### src/rtl/pwr_ctrl_pkg.sv
package pwr_ctrl_pkg;

	// ----------------------------------------------------------------
	// Clock and widths
	// ----------------------------------------------------------------
	localparam int unsigned CLK_HZ  = 32'h0131_2D00;
	localparam int unsigned ACC_W   = 25;
	localparam int unsigned FREQ_W  = 18;
	localparam int unsigned DUTY_W  = 10;
	localparam int unsigned CUR_W   = 16;
	localparam int unsigned PID_W   = 18;
	localparam int unsigned TMR_W   = 24;
	localparam int unsigned ADDR_W  = 8;

	// ----------------------------------------------------------------
	// Operating points, frequency in Hz, duty in steps of 0.1 percent
	// ----------------------------------------------------------------
	localparam logic [FREQ_W-1:0] FREQ_MIN_HZ  = 18'h1ADB0;
	localparam logic [FREQ_W-1:0] FREQ_MAX_HZ  = 18'h320C8;
	localparam logic [FREQ_W-1:0] FREQ_PING_HZ = 18'h1FBD0;
	localparam logic [DUTY_W-1:0] DUTY_MIN     = 10'h014;
	localparam logic [DUTY_W-1:0] DUTY_MAX     = 10'h1F4;
	localparam logic [DUTY_W-1:0] DUTY_PING    = 10'h0FA;
	localparam logic [DUTY_W-1:0] DUTY_STEP    = 10'h032;
	localparam logic [ACC_W-1:0]  DUTY_UNIT_CYC = ACC_W'(CLK_HZ / 32'h0000_03E8);
	localparam logic [ACC_W-1:0]  ACC_WRAP      = ACC_W'(CLK_HZ);
	localparam logic [ACC_W-1:0]  ACC_HALF      = ACC_W'(CLK_HZ / 32'h2);

	// ----------------------------------------------------------------
	// Control loop figures
	// ----------------------------------------------------------------
	localparam logic signed [PID_W-1:0] PID_OUTPUT_LIMIT = 18'sh04E20;
	localparam logic signed [PID_W-1:0] FREQ_KP          = 18'sh00001;
	localparam logic signed [PID_W-1:0] DUTY_KP          = 18'sh00001;
	localparam int FREQ_SCALE_HZ  = 32'sh1;
	localparam int DUTY_SCALE_LSB = 32'sh1;

	// ----------------------------------------------------------------
	// Timing, in microseconds and derived cycles
	// ----------------------------------------------------------------
	localparam int unsigned PING_WINDOW_US  = 32'h0001_1170;
	localparam int unsigned REPING_GAP_US   = 32'h0000_2710;
	localparam int unsigned PING_WINDOW_CYC = PING_WINDOW_US * (CLK_HZ / 32'h000F_4240);
	localparam int unsigned REPING_GAP_CYC  = REPING_GAP_US * (CLK_HZ / 32'h000F_4240);

	// ----------------------------------------------------------------
	// Register map
	// ----------------------------------------------------------------
	localparam logic [ADDR_W-1:0] REG_CTRL    = 8'h00;
	localparam logic [ADDR_W-1:0] REG_TARGET  = 8'h04;
	localparam logic [ADDR_W-1:0] REG_STATUS  = 8'h08;
	localparam logic [ADDR_W-1:0] REG_FREQ    = 8'h0C;
	localparam logic [ADDR_W-1:0] REG_DUTY    = 8'h10;
	localparam logic [ADDR_W-1:0] REG_CURRENT = 8'h14;
	localparam int unsigned CTRL_EN_BIT    = 0;
	localparam int unsigned CTRL_RETRY_BIT = 1;
	localparam int unsigned STAT_FAIL_BIT  = 4;

	typedef enum logic [3:0] {
		ST_IDLE = 4'h1,
		ST_PING = 4'h2,
		ST_GAP  = 4'h4,
		ST_XFER = 4'h8
	} pwr_state_t;

endpackage

### src/rtl/pid_step.sv
module pid_step #(
	parameter logic signed [pwr_ctrl_pkg::PID_W-1:0] KP = pwr_ctrl_pkg::FREQ_KP
) (
	input  wire logic                                  pclk,
	input  wire logic                                  presetn,
	input  wire logic                                  err_vld,
	input  wire logic signed [pwr_ctrl_pkg::PID_W-1:0] err,
	output logic                                       out_vld,
	output logic signed [pwr_ctrl_pkg::PID_W-1:0]      out
);
	import pwr_ctrl_pkg::*;

	// ----------------------------------------------------------------
	// Proportional term only; integral and derivative gains are zero.
	// ----------------------------------------------------------------
	typedef struct packed {
		logic                    vld;
		logic signed [PID_W-1:0] out;
	} pid_state_t;

	pid_state_t q, d;
	logic signed [2*PID_W-1:0] prod;

	always_comb begin
		prod  = err * KP;
		d.vld = err_vld;
		d.out = q.out;
		if (err_vld) begin
			if (prod > PID_OUTPUT_LIMIT) begin
				d.out = PID_OUTPUT_LIMIT;
			end else if (prod < -PID_OUTPUT_LIMIT) begin
				d.out = -PID_OUTPUT_LIMIT;
			end else begin
				d.out = prod[PID_W-1:0];
			end
		end
	end

	always_ff @(posedge pclk or negedge presetn) begin
		if (!presetn) begin
			q <= '0;
		end else begin
			q <= d;
		end
	end

	assign out_vld = q.vld;
	assign out     = q.out;
endmodule

### src/rtl/wpt_freq_duty_power_control.sv
// Our own choices: the register offsets and register access over APB.
module wpt_freq_duty_power_control #(
	parameter int unsigned PING_CYC = pwr_ctrl_pkg::PING_WINDOW_CYC,
	parameter int unsigned GAP_CYC  = pwr_ctrl_pkg::REPING_GAP_CYC
) (
	input  wire logic                                 pclk,
	input  wire logic                                 presetn,
	input  wire logic                                 psel,
	input  wire logic                                 penable,
	input  wire logic                                 pwrite,
	input  wire logic [pwr_ctrl_pkg::ADDR_W-1:0]      paddr,
	input  wire logic [31:0]                          pwdata,
	output logic [31:0]                               prdata,
	output logic                                      pready,
	output logic                                      pslverr,
	input  wire logic                                 ss_received,
	input  wire logic                                 coil_current_valid,
	input  wire logic [pwr_ctrl_pkg::CUR_W-1:0]       coil_current_ma,
	output logic                                      drive_a,
	output logic                                      drive_b,
	output logic                                      power_on
);
	import pwr_ctrl_pkg::*;

	// ----------------------------------------------------------------
	// State
	// ----------------------------------------------------------------
	typedef struct packed {
		pwr_state_t              st;
		logic [ACC_W-1:0]        acc;
		logic [FREQ_W-1:0]       inverter_switching_frequency;
		logic [DUTY_W-1:0]       duty;
		logic [TMR_W-1:0]        timer;
		logic                    ctrl_en;
		logic                    ctrl_retry;
		logic                    ping_fail;
		logic [CUR_W-1:0]        target;
		logic [CUR_W-1:0]        cur;
		logic                    vld_s1;
		logic                    vld_s2;
		logic                    vld_s3;
		logic                    vld_lvl;
		logic                    err_vld;
		logic signed [PID_W-1:0] err;
		logic                    drv_a;
		logic                    drv_b;
		logic                    pwr;
		logic [31:0]             rdata;
		logic                    rdy;
		logic                    slverr;
	} ctl_t;

	localparam ctl_t CTL_RST = '{st: ST_IDLE, default: '0};

	ctl_t q, d;

	logic                    f_vld;
	logic                    d_vld;
	logic signed [PID_W-1:0] f_out;
	logic signed [PID_W-1:0] d_out;

	// ----------------------------------------------------------------
	// Control loops
	// ----------------------------------------------------------------
	pid_step #(.KP(FREQ_KP)) u_freq_pid (
		.pclk    (pclk),
		.presetn (presetn),
		.err_vld (q.err_vld),
		.err     (q.err),
		.out_vld (f_vld),
		.out     (f_out)
	);

	pid_step #(.KP(DUTY_KP)) u_duty_pid (
		.pclk    (pclk),
		.presetn (presetn),
		.err_vld (q.err_vld),
		.err     (q.err),
		.out_vld (d_vld),
		.out     (d_out)
	);

	// ----------------------------------------------------------------
	// Next state
	// ----------------------------------------------------------------
	logic                    wr;
	logic                    rise;
	logic                    mapped;
	logic signed [FREQ_W+1:0] ftmp;
	logic signed [DUTY_W+9:0] dtmp;
	logic [ACC_W-1:0]        thr;
	logic [ACC_W:0]          asum;

	always_comb begin
		wr     = 1'b0;
		rise   = 1'b0;
		mapped = 1'b0;
		ftmp   = '0;
		dtmp   = '0;
		thr    = '0;
		asum   = '0;
		d      = q;

		// Current sample strobe crosses in from the converter's domain.
		d.vld_s1 = coil_current_valid;
		d.vld_s2 = q.vld_s1;
		d.vld_s3 = q.vld_s2;
		if (q.vld_s2 == q.vld_s3) begin
			d.vld_lvl = q.vld_s3;
			rise      = q.vld_s3 && !q.vld_lvl;
		end
		d.err_vld = 1'b0;
		if (rise) begin
			d.cur = coil_current_ma;
		end
		if (rise && q.st == ST_XFER) begin
			d.err_vld = 1'b1;
			d.err = $signed({2'b00, q.target}) - $signed({2'b00, coil_current_ma});
		end

		// APB slave, one answer cycle after setup.
		d.rdy    = psel && !penable && !q.rdy;
		d.slverr = 1'b0;
		d.rdata  = '0;
		case (paddr)
			REG_CTRL: begin
				mapped  = 1'b1;
				d.rdata = {30'h0, q.ctrl_retry, q.ctrl_en};
			end
			REG_TARGET: begin
				mapped  = 1'b1;
				d.rdata = {16'h0, q.target};
			end
			REG_STATUS: begin
				mapped  = 1'b1;
				d.rdata = {27'h0, q.ping_fail, q.st};
			end
			REG_FREQ: begin
				mapped  = 1'b1;
				d.rdata = {14'h0, q.inverter_switching_frequency};
			end
			REG_DUTY: begin
				mapped  = 1'b1;
				d.rdata = {22'h0, q.duty};
			end
			REG_CURRENT: begin
				mapped  = 1'b1;
				d.rdata = {16'h0, q.cur};
			end
			default: begin
				mapped = 1'b0;
			end
		endcase
		if (!(psel && !penable && !q.rdy)) begin
			d.rdata = q.rdata;
		end else begin
			d.slverr = !mapped;
		end
		wr = psel && penable && q.rdy && pwrite;
		if (wr && paddr == REG_CTRL) begin
			d.ctrl_en    = pwdata[CTRL_EN_BIT];
			d.ctrl_retry = pwdata[CTRL_RETRY_BIT];
			if (pwdata[CTRL_EN_BIT]) begin
				d.ping_fail = 1'b0;
			end
		end
		if (wr && paddr == REG_TARGET) begin
			d.target = pwdata[CUR_W-1:0];
		end

		// Power sequence.
		case (q.st)
			ST_IDLE: begin
				if (q.ctrl_en) begin
					d.st = ST_PING;
					d.inverter_switching_frequency = FREQ_PING_HZ;
					d.duty  = DUTY_PING;
					d.timer = TMR_W'(PING_CYC);
				end
			end
			ST_PING: begin
				d.timer = q.timer - 1'b1;
				if (!q.ctrl_en) begin
					d.st = ST_IDLE;
				end else if (ss_received) begin
					d.st = ST_XFER;
				end else if (q.timer == '0) begin
					if (q.ctrl_retry && q.duty < DUTY_MAX) begin
						d.st    = ST_GAP;
						d.timer = TMR_W'(GAP_CYC);
						d.duty  = (q.duty > DUTY_MAX - DUTY_STEP) ? DUTY_MAX : q.duty + DUTY_STEP;
					end else begin
						d.st        = ST_IDLE;
						d.ctrl_en   = 1'b0;
						d.ping_fail = 1'b1;
					end
				end
			end
			ST_GAP: begin
				d.timer = q.timer - 1'b1;
				if (!q.ctrl_en) begin
					d.st = ST_IDLE;
				end else if (q.timer == '0) begin
					d.st    = ST_PING;
					d.timer = TMR_W'(PING_CYC);
				end
			end
			ST_XFER: begin
				if (!q.ctrl_en) begin
					d.st = ST_IDLE;
				end else if (f_vld && d_vld) begin
					// Frequency and duty both take the full correction, duty in tenth-percent steps and in the opposite sense.
					ftmp = $signed({2'b00, q.inverter_switching_frequency})
						+ $signed(FREQ_SCALE_HZ[1:0]) * $signed({{2{f_out[PID_W-1]}}, f_out});
					dtmp = $signed({10'h000, q.duty})
						- $signed(DUTY_SCALE_LSB[1:0]) * $signed({{2{d_out[PID_W-1]}}, d_out});
					if (ftmp > $signed({2'b00, FREQ_MAX_HZ})) begin
						d.inverter_switching_frequency = FREQ_MAX_HZ;
					end else if (ftmp < $signed({2'b00, FREQ_MIN_HZ})) begin
						d.inverter_switching_frequency = FREQ_MIN_HZ;
					end else begin
						d.inverter_switching_frequency = ftmp[FREQ_W-1:0];
					end
					if (dtmp > $signed({10'h000, DUTY_MAX})) begin
						d.duty = DUTY_MAX;
					end else if (dtmp < $signed({10'h000, DUTY_MIN})) begin
						d.duty = DUTY_MIN;
					end else begin
						d.duty = dtmp[DUTY_W-1:0];
					end
				end
			end
			default: begin
				d.st = ST_IDLE;
			end
		endcase

		// Bridge drive: exact frequency from a modulo-clock accumulator.
		// Each leg conducts for duty of a period, the second leg half a period later.
		d.pwr = (q.st == ST_PING) || (q.st == ST_XFER);
		if (q.pwr) begin
			asum = {1'b0, q.acc} + {8'h00, q.inverter_switching_frequency};
			if (asum >= {1'b0, ACC_WRAP}) begin
				asum = asum - {1'b0, ACC_WRAP};
			end
			d.acc = asum[ACC_W-1:0];
		end else begin
			d.acc = '0;
		end
		thr     = ACC_W'(q.duty * DUTY_UNIT_CYC);
		d.drv_a = q.pwr && (q.acc < thr);
		d.drv_b = q.pwr && (q.acc >= ACC_HALF) && (q.acc < ACC_HALF + thr);
	end

	always_ff @(posedge pclk or negedge presetn) begin
		if (!presetn) begin
			q <= CTL_RST;
		end else begin
			q <= d;
		end
	end

	assign prdata   = q.rdata;
	assign pready   = q.rdy;
	assign pslverr  = q.slverr;
	assign drive_a  = q.drv_a;
	assign drive_b  = q.drv_b;
	assign power_on = q.pwr;
endmodule

### config.mk
export PLATFORM = sky130hd
export DESIGN_NAME = wpt_freq_duty_power_control
export DESIGN_NICKNAME = d
export VERILOG_FILES = /design/src/rtl/pwr_ctrl_pkg.sv /design/src/rtl/pid_step.sv /design/src/rtl/wpt_freq_duty_power_control.sv
export SDC_FILE = /design/constraint.sdc
export NUM_CORES = 1
export LEC_CHECK = 0
export ABC_AREA = 1
export BUFFER_PORTS_ARGS = -buffer_cell sky130_fd_sc_hd__buf_2
export CORE_MARGIN = 3
export CORE_UTILIZATION = 30
export CTS_CLUSTER_DIAMETER = 60
export DETAILED_ROUTE_END_ITERATION = 8
export HOLD_SLACK_MARGIN = 0.05
export PLACE_DENSITY = 0.46
export SETUP_SLACK_MARGIN = 0.05
export SLEW_MARGIN = 25
export SYNTH_ARGS = -nofsm -noshare
export SYNTH_HDL_FRONTEND = slang
export SYNTH_SLANG_ARGS = --single-unit
### constraint.sdc
create_clock -name pclk -period 4.93 [get_ports pclk]
set_input_delay 0.7395 -clock pclk [delete_from_list [all_inputs] [get_ports pclk]]
set_output_delay 0.7395 -clock pclk [all_outputs]
set_load 0.01 [all_outputs]
==> results of run 1 <==
-- worst register-to-register path: stages (launching register included) --
cell	delay [ns]
dfrtp_2	0.39
inv_4	0.06
fa_1	0.54
inv_2	0.05
ha_4	0.25
inv_1	0.05
fa_1	0.54
inv_2	0.05
ha_4	0.24
ha_4	0.24
ha_4	0.24
buf_4	0.13
a21oi_2	0.14
nand3_2	0.13
a21oi_2	0.24
o21ai_2	0.12
xnor2_2	0.15
buf_4	0.15
a21oi_2	0.11
xor2_1	0.18
ha_1	0.27
a21oi_1	0.13
nor2_1	0.06
a2111oi_2	0.34
nand3_1	0.12
a311oi_1	0.20
-- power groups by stage --
stage | clock [mW] | sequential, mW | combinational (mW)
2_1_floorplan | 0 | 1.59 | 1.36
3_3_place_gp | 0 | 1.62 | 2.04
3_5_place_dp | 0 | 1.61 | 2.07
4_1_cts | 1.50 | 1.59 | 2.22
5_1_grt | 1.55 | 1.59 | 2.55
6_report | 1.45 | 1.59 | 2.23
-- metrics by stage --
stage | total power [mW] | hold WS [ns] | util
after floorplan | 2.954 | 0.3312 | -
after global placement | 3.651 | 0.3524 | 0.3363
after detailed placement | 3.686 | 0.3525 | 0.3363
after CTS | 5.309 | 0.2746 | 0.3487
after global routing | 5.698 | 0.3023 | 0.3498
final | 5.264 | 0.2556 | 0.3498
-- repair_timing --
action	4_1_cts	5_1_grt
endpoints found under the setup margin	1	2
setup buffers	7	2
gates resized for setup	9	16
pin swaps	17	6
hold buffers	0	0
-- cell type report --
class / count / area [sq um]
fill: 6127 / 36240
multi-input combinational: 1857 / 10970
sequential: 179 / 4487
inverter: 416 / 1569
tap: 748 / 935.9
timing repair buffer: 143 / 929.6
clock buffer: 17 / 425.4
clock inverter: 15 / 177.7
-- cells in the final DEF, fill, tap and decap left out, types with 21 or more instances in the layout --
master	n
o21ai_0	106
nor3_1	30
nand4_1	31
buf_2	68
nand2_1	657
xor2_1	49
fa_1	21
ha_1	156
a21oi_1	117
dfrtp_1	173
inv_1	389
inv_2	21
nand2_2	36
nor2_1	224
buf_4	71
nand3_1	165
-- state kept, by name (all words and copies together) (netlist names) --
register,count
pslverr,1
u_duty_pid.out_vld,1
prdata,18
drive_a,1
power_on,1
pready,1
drive_b,1
d,2
q,136
u_freq_pid.out,17
-- worst max path at each step --
stage                                  start  slack, ns  cells after the start                end
after floorplan           q[126]$_DFFE_PN0P_      -0.08                     29  drive_b$_DFF_PN0_
after global placement    q[124]$_DFFE_PN0P_      -0.53                     29  drive_b$_DFF_PN0_
after detailed placement  q[124]$_DFFE_PN0P_      -0.48                     29  drive_b$_DFF_PN0_
after CTS                 q[124]$_DFFE_PN0P_      -0.23                     29  drive_b$_DFF_PN0_
after global routing      q[124]$_DFFE_PN0P_      -0.58                     30  drive_b$_DFF_PN0_
final                     q[124]$_DFFE_PN0P_      -0.27                     25  drive_b$_DFF_PN0_
-- cells by family after synthesis --
group                      Yosys count  synth area share
xor gates and xnor gates            68           0.03488
DFF                                179            0.2624
adders and majority gates          191            0.1490
other                                1         0.0002196
and+or+nand+nor                   1233            0.3182
muxes                                9          0.005936
buffers and inverters              479            0.1145
AOI/OAI and AO/OA                  342            0.1149
-- per-layer routing --
| metal | part of all wire | GRT usage | up-vias |
|---|---|---|---|
| li1 | - | - | 8243 |
| met5 | 0 | 0 | - |
| met2 | 0.47 | 0.3071 | 283 |
| met3 | 0.036 | 0.02621 | 58 |
| met4 | 0.023 | 0.05696 | 0 |
| met1 | 0.47 | 0.2399 | 7457 |
==> results_dict.tcl, run 1 <==
set metrics [dict create \
    status "finished with violations" \
    violations "setup timing" \
    synth.top_cell.area_share 0.2609 \
    htree_levels 4 \
    period_minus_slack_ns 5.196 \
    worstPathArrival_ns 5.60 \
    clkPwrFrac 0.275 \
    io_buffers 69 \
    synth_cell_types 65 \
    rows 86 \
    num_io_pins 100 \
    crit_buf_inv 6 \
    cts_tree "yes" \
    die_y_microns 244.6 \
    core_area_sq_um 55740 \
    crit_slowest_cell "fa_1" \
    maxSlewHeadroom 0.3374 \
    stdcell_area_sq_um 19500 \
    p_leak_nw 10.49 \
    first_pass_iters 5 \
    rsz0062_at_grt "true" \
    worstReg2RegStart "q[124]$_DFFE_PN0P_" \
    area_growth_pct 14.19 \
    drt_first_iter_violations 826 \
    hold_viol_final 0 \
    ir_worst_vdd_uv 249.7 \
    p_int_mw 3.225 \
    nets 2867 \
    die_x_microns 244.6 \
    synth.area.top_cells "dfrtp_1 26%, nand2_1 15%, ha_1 12%" \
    skew_ns 0.01133 \
    path_clk_slew_ns 0.08 \
    finalWorstSetupSlack_ns -0.2656 \
    place_ws_ns -0.4813 \
    die-area_sq_um 59820 \
    seq_area_frac_synth 0.2624 \
    setup_viol 1 \
    ctsRootBufferMaster "clkbuf_16" \
    ys_warn_count 0 \
    n_antenna_cell 0 \
    startpoint_type "flip-flop" \
    route.detailed.drc 0 \
    synth_most_common_cell "nand2_1" \
    syn_inst 2502 \
    yosys-top-cells-count "662 x nand2_1, 402 x inv_1, 227 x nor2_1" \
    ys_ff_latch 179 \
    hold_class "in -> async" \
    p_per_area_nw_per_um2 270.0 \
    synth_area_sq_um 17080 \
    initial_utilization 0.3063 \
    grtUsageTotal 0.1819 \
    drt_wl_total_microns 53270 \
    max_freq_ghz 0.1925 \
    grt_pass1_vias 15770 \
    clock_latency_ns 0.50 \
    critPathCaptureType "flip-flop" \
    stdcell_count 3375 \
    wire_per_inst_microns 15.78 \
    rr_endpoint "drive_b$_DFF_PN0_" \
    combPwrFrac 0.424 \
    synthFlopType "dfrtp_1" \
    maxSlewViolCount 0 \
    switchingPower_mw 2.039 \
    cts_buffers 17 \
    finalCritPeriodShare 1.054 \
    place_inst 3336 \
    critPathMostFrequentCell "ha_4" \
    place.gp.congestion 0.8602 \
    antenna_found_initial 0 \
    clock_path_buffers 2 \
    maxCapViolCount 0 \
    syn_area_per_cell_sq_um 6.825 \
    yosys.area.top_type "dfrtp_1" \
    required_ns 5.33 \
    drive_gt1_frac 0.1298 \
    route.vias.total 16040 \
    r2r_slack_ns -0.27 \
    grt_max_degree 106 \
    p_sw_frac 0.3874 \
    worstSetupPathType "reg -> reg" \
    reg2reg_depth 25 \
    async_flop_share 1.000 \
    worst_slew_pin_slew_ns 0.9902 \
    hpwlAfterDp_microns 42910 \
    grt_overflow_total 0 \
    ant_nets 0 \
    vias_per_cell 4.753 \
    seqPwrFrac 0.301 \
    cp_top_family "adder cells" \
    synth-edff-count 0 \
    clkSinkCount 179 \
    final.setup.tns_ns -0.2656 \
    grt_first_pass_wirelength_microns 85150 \
    slowest_delay_ns 0.54 \
    cp_max_fo 5 \
    dpl-instance-area_sq_um 18750 \
]
(Power assumes the default switching activity.)
==> inputs of run 2 (changes only) <==
--- a/config.mk
+++ b/config.mk
@@ -6,13 +6,13 @@
 export NUM_CORES = 1
 export LEC_CHECK = 0
 export ABC_AREA = 1
-export BUFFER_PORTS_ARGS = -buffer_cell sky130_fd_sc_hd__buf_2
 export CORE_MARGIN = 3
 export CORE_UTILIZATION = 30
 export CTS_CLUSTER_DIAMETER = 60
 export DETAILED_ROUTE_END_ITERATION = 8
+export DONT_BUFFER_PORTS = 1
 export HOLD_SLACK_MARGIN = 0.05
-export PLACE_DENSITY = 0.46
+export PLACE_DENSITY = 0.44
 export SETUP_SLACK_MARGIN = 0.05
 export SLEW_MARGIN = 25
 export SYNTH_ARGS = -nofsm -noshare
==> constraint.sdc (replaced) <==
create_clock -name pclk -period 4.3 [get_ports pclk]
set_input_delay 0.645 -clock pclk [delete_from_list [all_inputs] [get_ports pclk]]
set_output_delay 0.645 -clock pclk [all_outputs]
set_load 0.01 [all_outputs]
==> run 2 against run 1 <==
  * The flow finishes with violations (hold timing, setup timing)
  * Critical path depth grew 2
  * Non-clock buffer count shrank 50
  * Core utilization shrank 0.21 points
  * Design area shrank 0.60%
  * Global-route usage grew 0.27 points
  * Worst setup slack lost 0.57 ns
  * Flip-flop and latch count is the same
  * Sequential share of layout area grew 0.14 points
==> results_dict.tcl, run 2 (same netlist as run 1, synthesis figures left out) <==
set metrics [dict create \
    finalWorstSetupSlack_ns -0.8385 \
    n_antenna_cell 0 \
    worstPathArrival_ns 5.52 \
    die-area_sq_um 59820 \
    maxSlewViolCount 0 \
    max_freq_ghz 0.1946 \
    cts_buffers 17 \
    die_x_microns 244.6 \
    rows 86 \
    vias_per_cell 4.752 \
    layout_commonest_cell "nand2_1" \
    initial_utilization 0.3063 \
    clkSinkCount 179 \
    die_y_microns 244.6 \
    worst_slew_pin_slew_ns 0.8021 \
    reg2reg_depth 27 \
    drt_wl_total_microns 54120 \
    setup_viol 2 \
    dpl-instance-area_sq_um 18550 \
    core_area_sq_um 55740 \
    largest_reg_flops 136 \
    grtUsageTotal 0.1846 \
    wire_per_inst_microns 16.28 \
    area_growth_pct 13.50 \
    antenna_found_initial 3 \
    cts_tree "yes" \
    nets 2817 \
    hold_viol_final 178 \
    critPathCaptureType "flip-flop" \
    grt_max_degree 180 \
    clock_path_buffers 2 \
    ctsRootBufferMaster "clkbuf_16" \
    worstReg2RegStart "q[124]$_DFFE_PN0P_" \
    route.detailed.drc 0 \
    maxCapViolCount 0 \
    num_io_pins 100 \
    regMostFlops "q" \
    hpwlAfterDp_microns 43630 \
    drive_gt1_frac 0.1191 \
    layout_common_cells "653 x nand2_1, 388 x inv_1, 224 x nor2_1" \
    violations "hold timing, setup timing" \
    required_ns 4.68 \
    hold_class "in -> async" \
    grt_overflow_total 0 \
    period_minus_slack_ns 5.139 \
    status "finished with violations" \
    p_per_area_nw_per_um2 311.9 \
    first_pass_iters 5 \
    fill_cells 6172 \
    path_clk_slew_ns 0.08 \
    place.gp.congestion 0.8635 \
    finalCritPeriodShare 1.195 \
    ant_nets 0 \
    r2r_slack_ns -0.84 \
    htree_levels 4 \
    p_leak_nw 10.29 \
    hold_ws_ns -0.1556 \
    route.vias.total 15800 \
    drt_first_iter_violations 795 \
    startpoint_type "flip-flop" \
    stdcell_area_sq_um 19380 \
    clock_latency_ns 0.50 \
    io_buffers 0 \
    worstSetupPathType "reg -> reg" \
    ir_worst_vdd_uv 299.2 \
    grt_first_pass_wirelength_microns 86400 \
    maxSlewHeadroom 0.4647 \
    rr_endpoint "drive_b$_DFF_PN0_" \
    report.power.total_mw 6.045 \
    skew_ns 0.01556 \
    grt_pass1_vias 15650 \
    cp_max_fo 4 \
    rsz0062_at_grt "true" \
]
run 2: stage by stage:
| stage | hold slack [ns] | worst slack, ns | std cells | util | setup TNS [ns] |
|---|---|---|---|---|---|
| 2_1_floorplan | 0.3312 | -0.7086 | 2515 | - | -0.7893 |
| 3_3_place_gp | 0.3430 | -0.8948 | 3289 | 0.3328 | -1.392 |
| 3_5_place_dp | 0.3379 | -0.9138 | 3289 | 0.3328 | -1.489 |
| 4_1_cts | -0.1977 | -0.8221 | 3323 | 0.3453 | -1.271 |
| 5_1_grt | -0.1921 | -1.170 | 3325 | 0.3477 | -1.774 |
| 6_report | -0.1556 | -0.8385 | 3325 | 0.3477 | -1.170 |
run 2: power by group:
group	leakage (nW)	internal [mW]	switching, mW
clock network	0.283	0.786	0.830
registers	2.23	1.75	0.0590
logic	7.77	1.21	1.41
total	10.3	3.74	2.30
run 2: critical path, cell delays in order, from the launching register on:
cell,delay (ns)
dfrtp_2,0.39
inv_4,0.05
fa_1,0.52
inv_1,0.04
ha_1,0.30
ha_4,0.22
ha_1,0.26
inv_1,0.04
fa_1,0.48
inv_2,0.04
ha_4,0.28
nand2_2,0.05
nor2_2,0.09
nand2_2,0.08
nand3_4,0.11
xor2_2,0.14
inv_1,0.07
nor3_2,0.15
nand2_2,0.11
buf_6,0.14
a21oi_2,0.13
a21oi_2,0.04
ha_1,0.32
a21oi_2,0.19
a31oi_4,0.12
a2111oi_4,0.28
nand3_1,0.11
a311oi_1,0.25
run 2: worst max path at each step:
| stage | start | endpoint | slack [ns] |
|---|---|---|---|
| floorplan | q[126]$_DFFE_PN0P_ | drive_b$_DFF_PN0_ | -0.71 |
| finish | q[124]$_DFFE_PN0P_ | drive_b$_DFF_PN0_ | -0.84 |
| CTS | q[124]$_DFFE_PN0P_ | drive_b$_DFF_PN0_ | -0.82 |
| detailed placement | q[123]$_DFFE_PN0P_ | drive_b$_DFF_PN0_ | -0.91 |
| global route | q[126]$_DFFE_PN0P_ | drive_b$_DFF_PN0_ | -1.17 |
| global placement | q[124]$_DFFE_PN0P_ | drive_b$_DFF_PN0_ | -0.89 |
run 2: metal layers:
layer	vias up	wire length [microns]	global-route usage	share of wire
met5	-	13	0	0.00024
met3	53	1992	0.03399	0.037
li1	8142	-	-	-
met4	2	1156	0.05505	0.021
met1	7350	25690	0.2444	0.47
met2	255	25270	0.3062	0.47
run 2: layout make-up:
class                      count  area [sq um]  share of cell area
tap                          748         935.9             0.04829
sequential                   179          4488              0.2316
timing repair buffer          93         701.9             0.03622
clock inverter                13         143.9            0.007424
clock buffer                  19         442.9             0.02285
inverter                     416          1569             0.08096
multi-input combinational   1857         11100              0.5727
run 2: timing repair:
item,CTS,global route
endpoints found under the setup margin,2,2
hold endpoints to repair,179,179
pin swaps,10,31
setup buffers,2,2
resized for setup,16,24
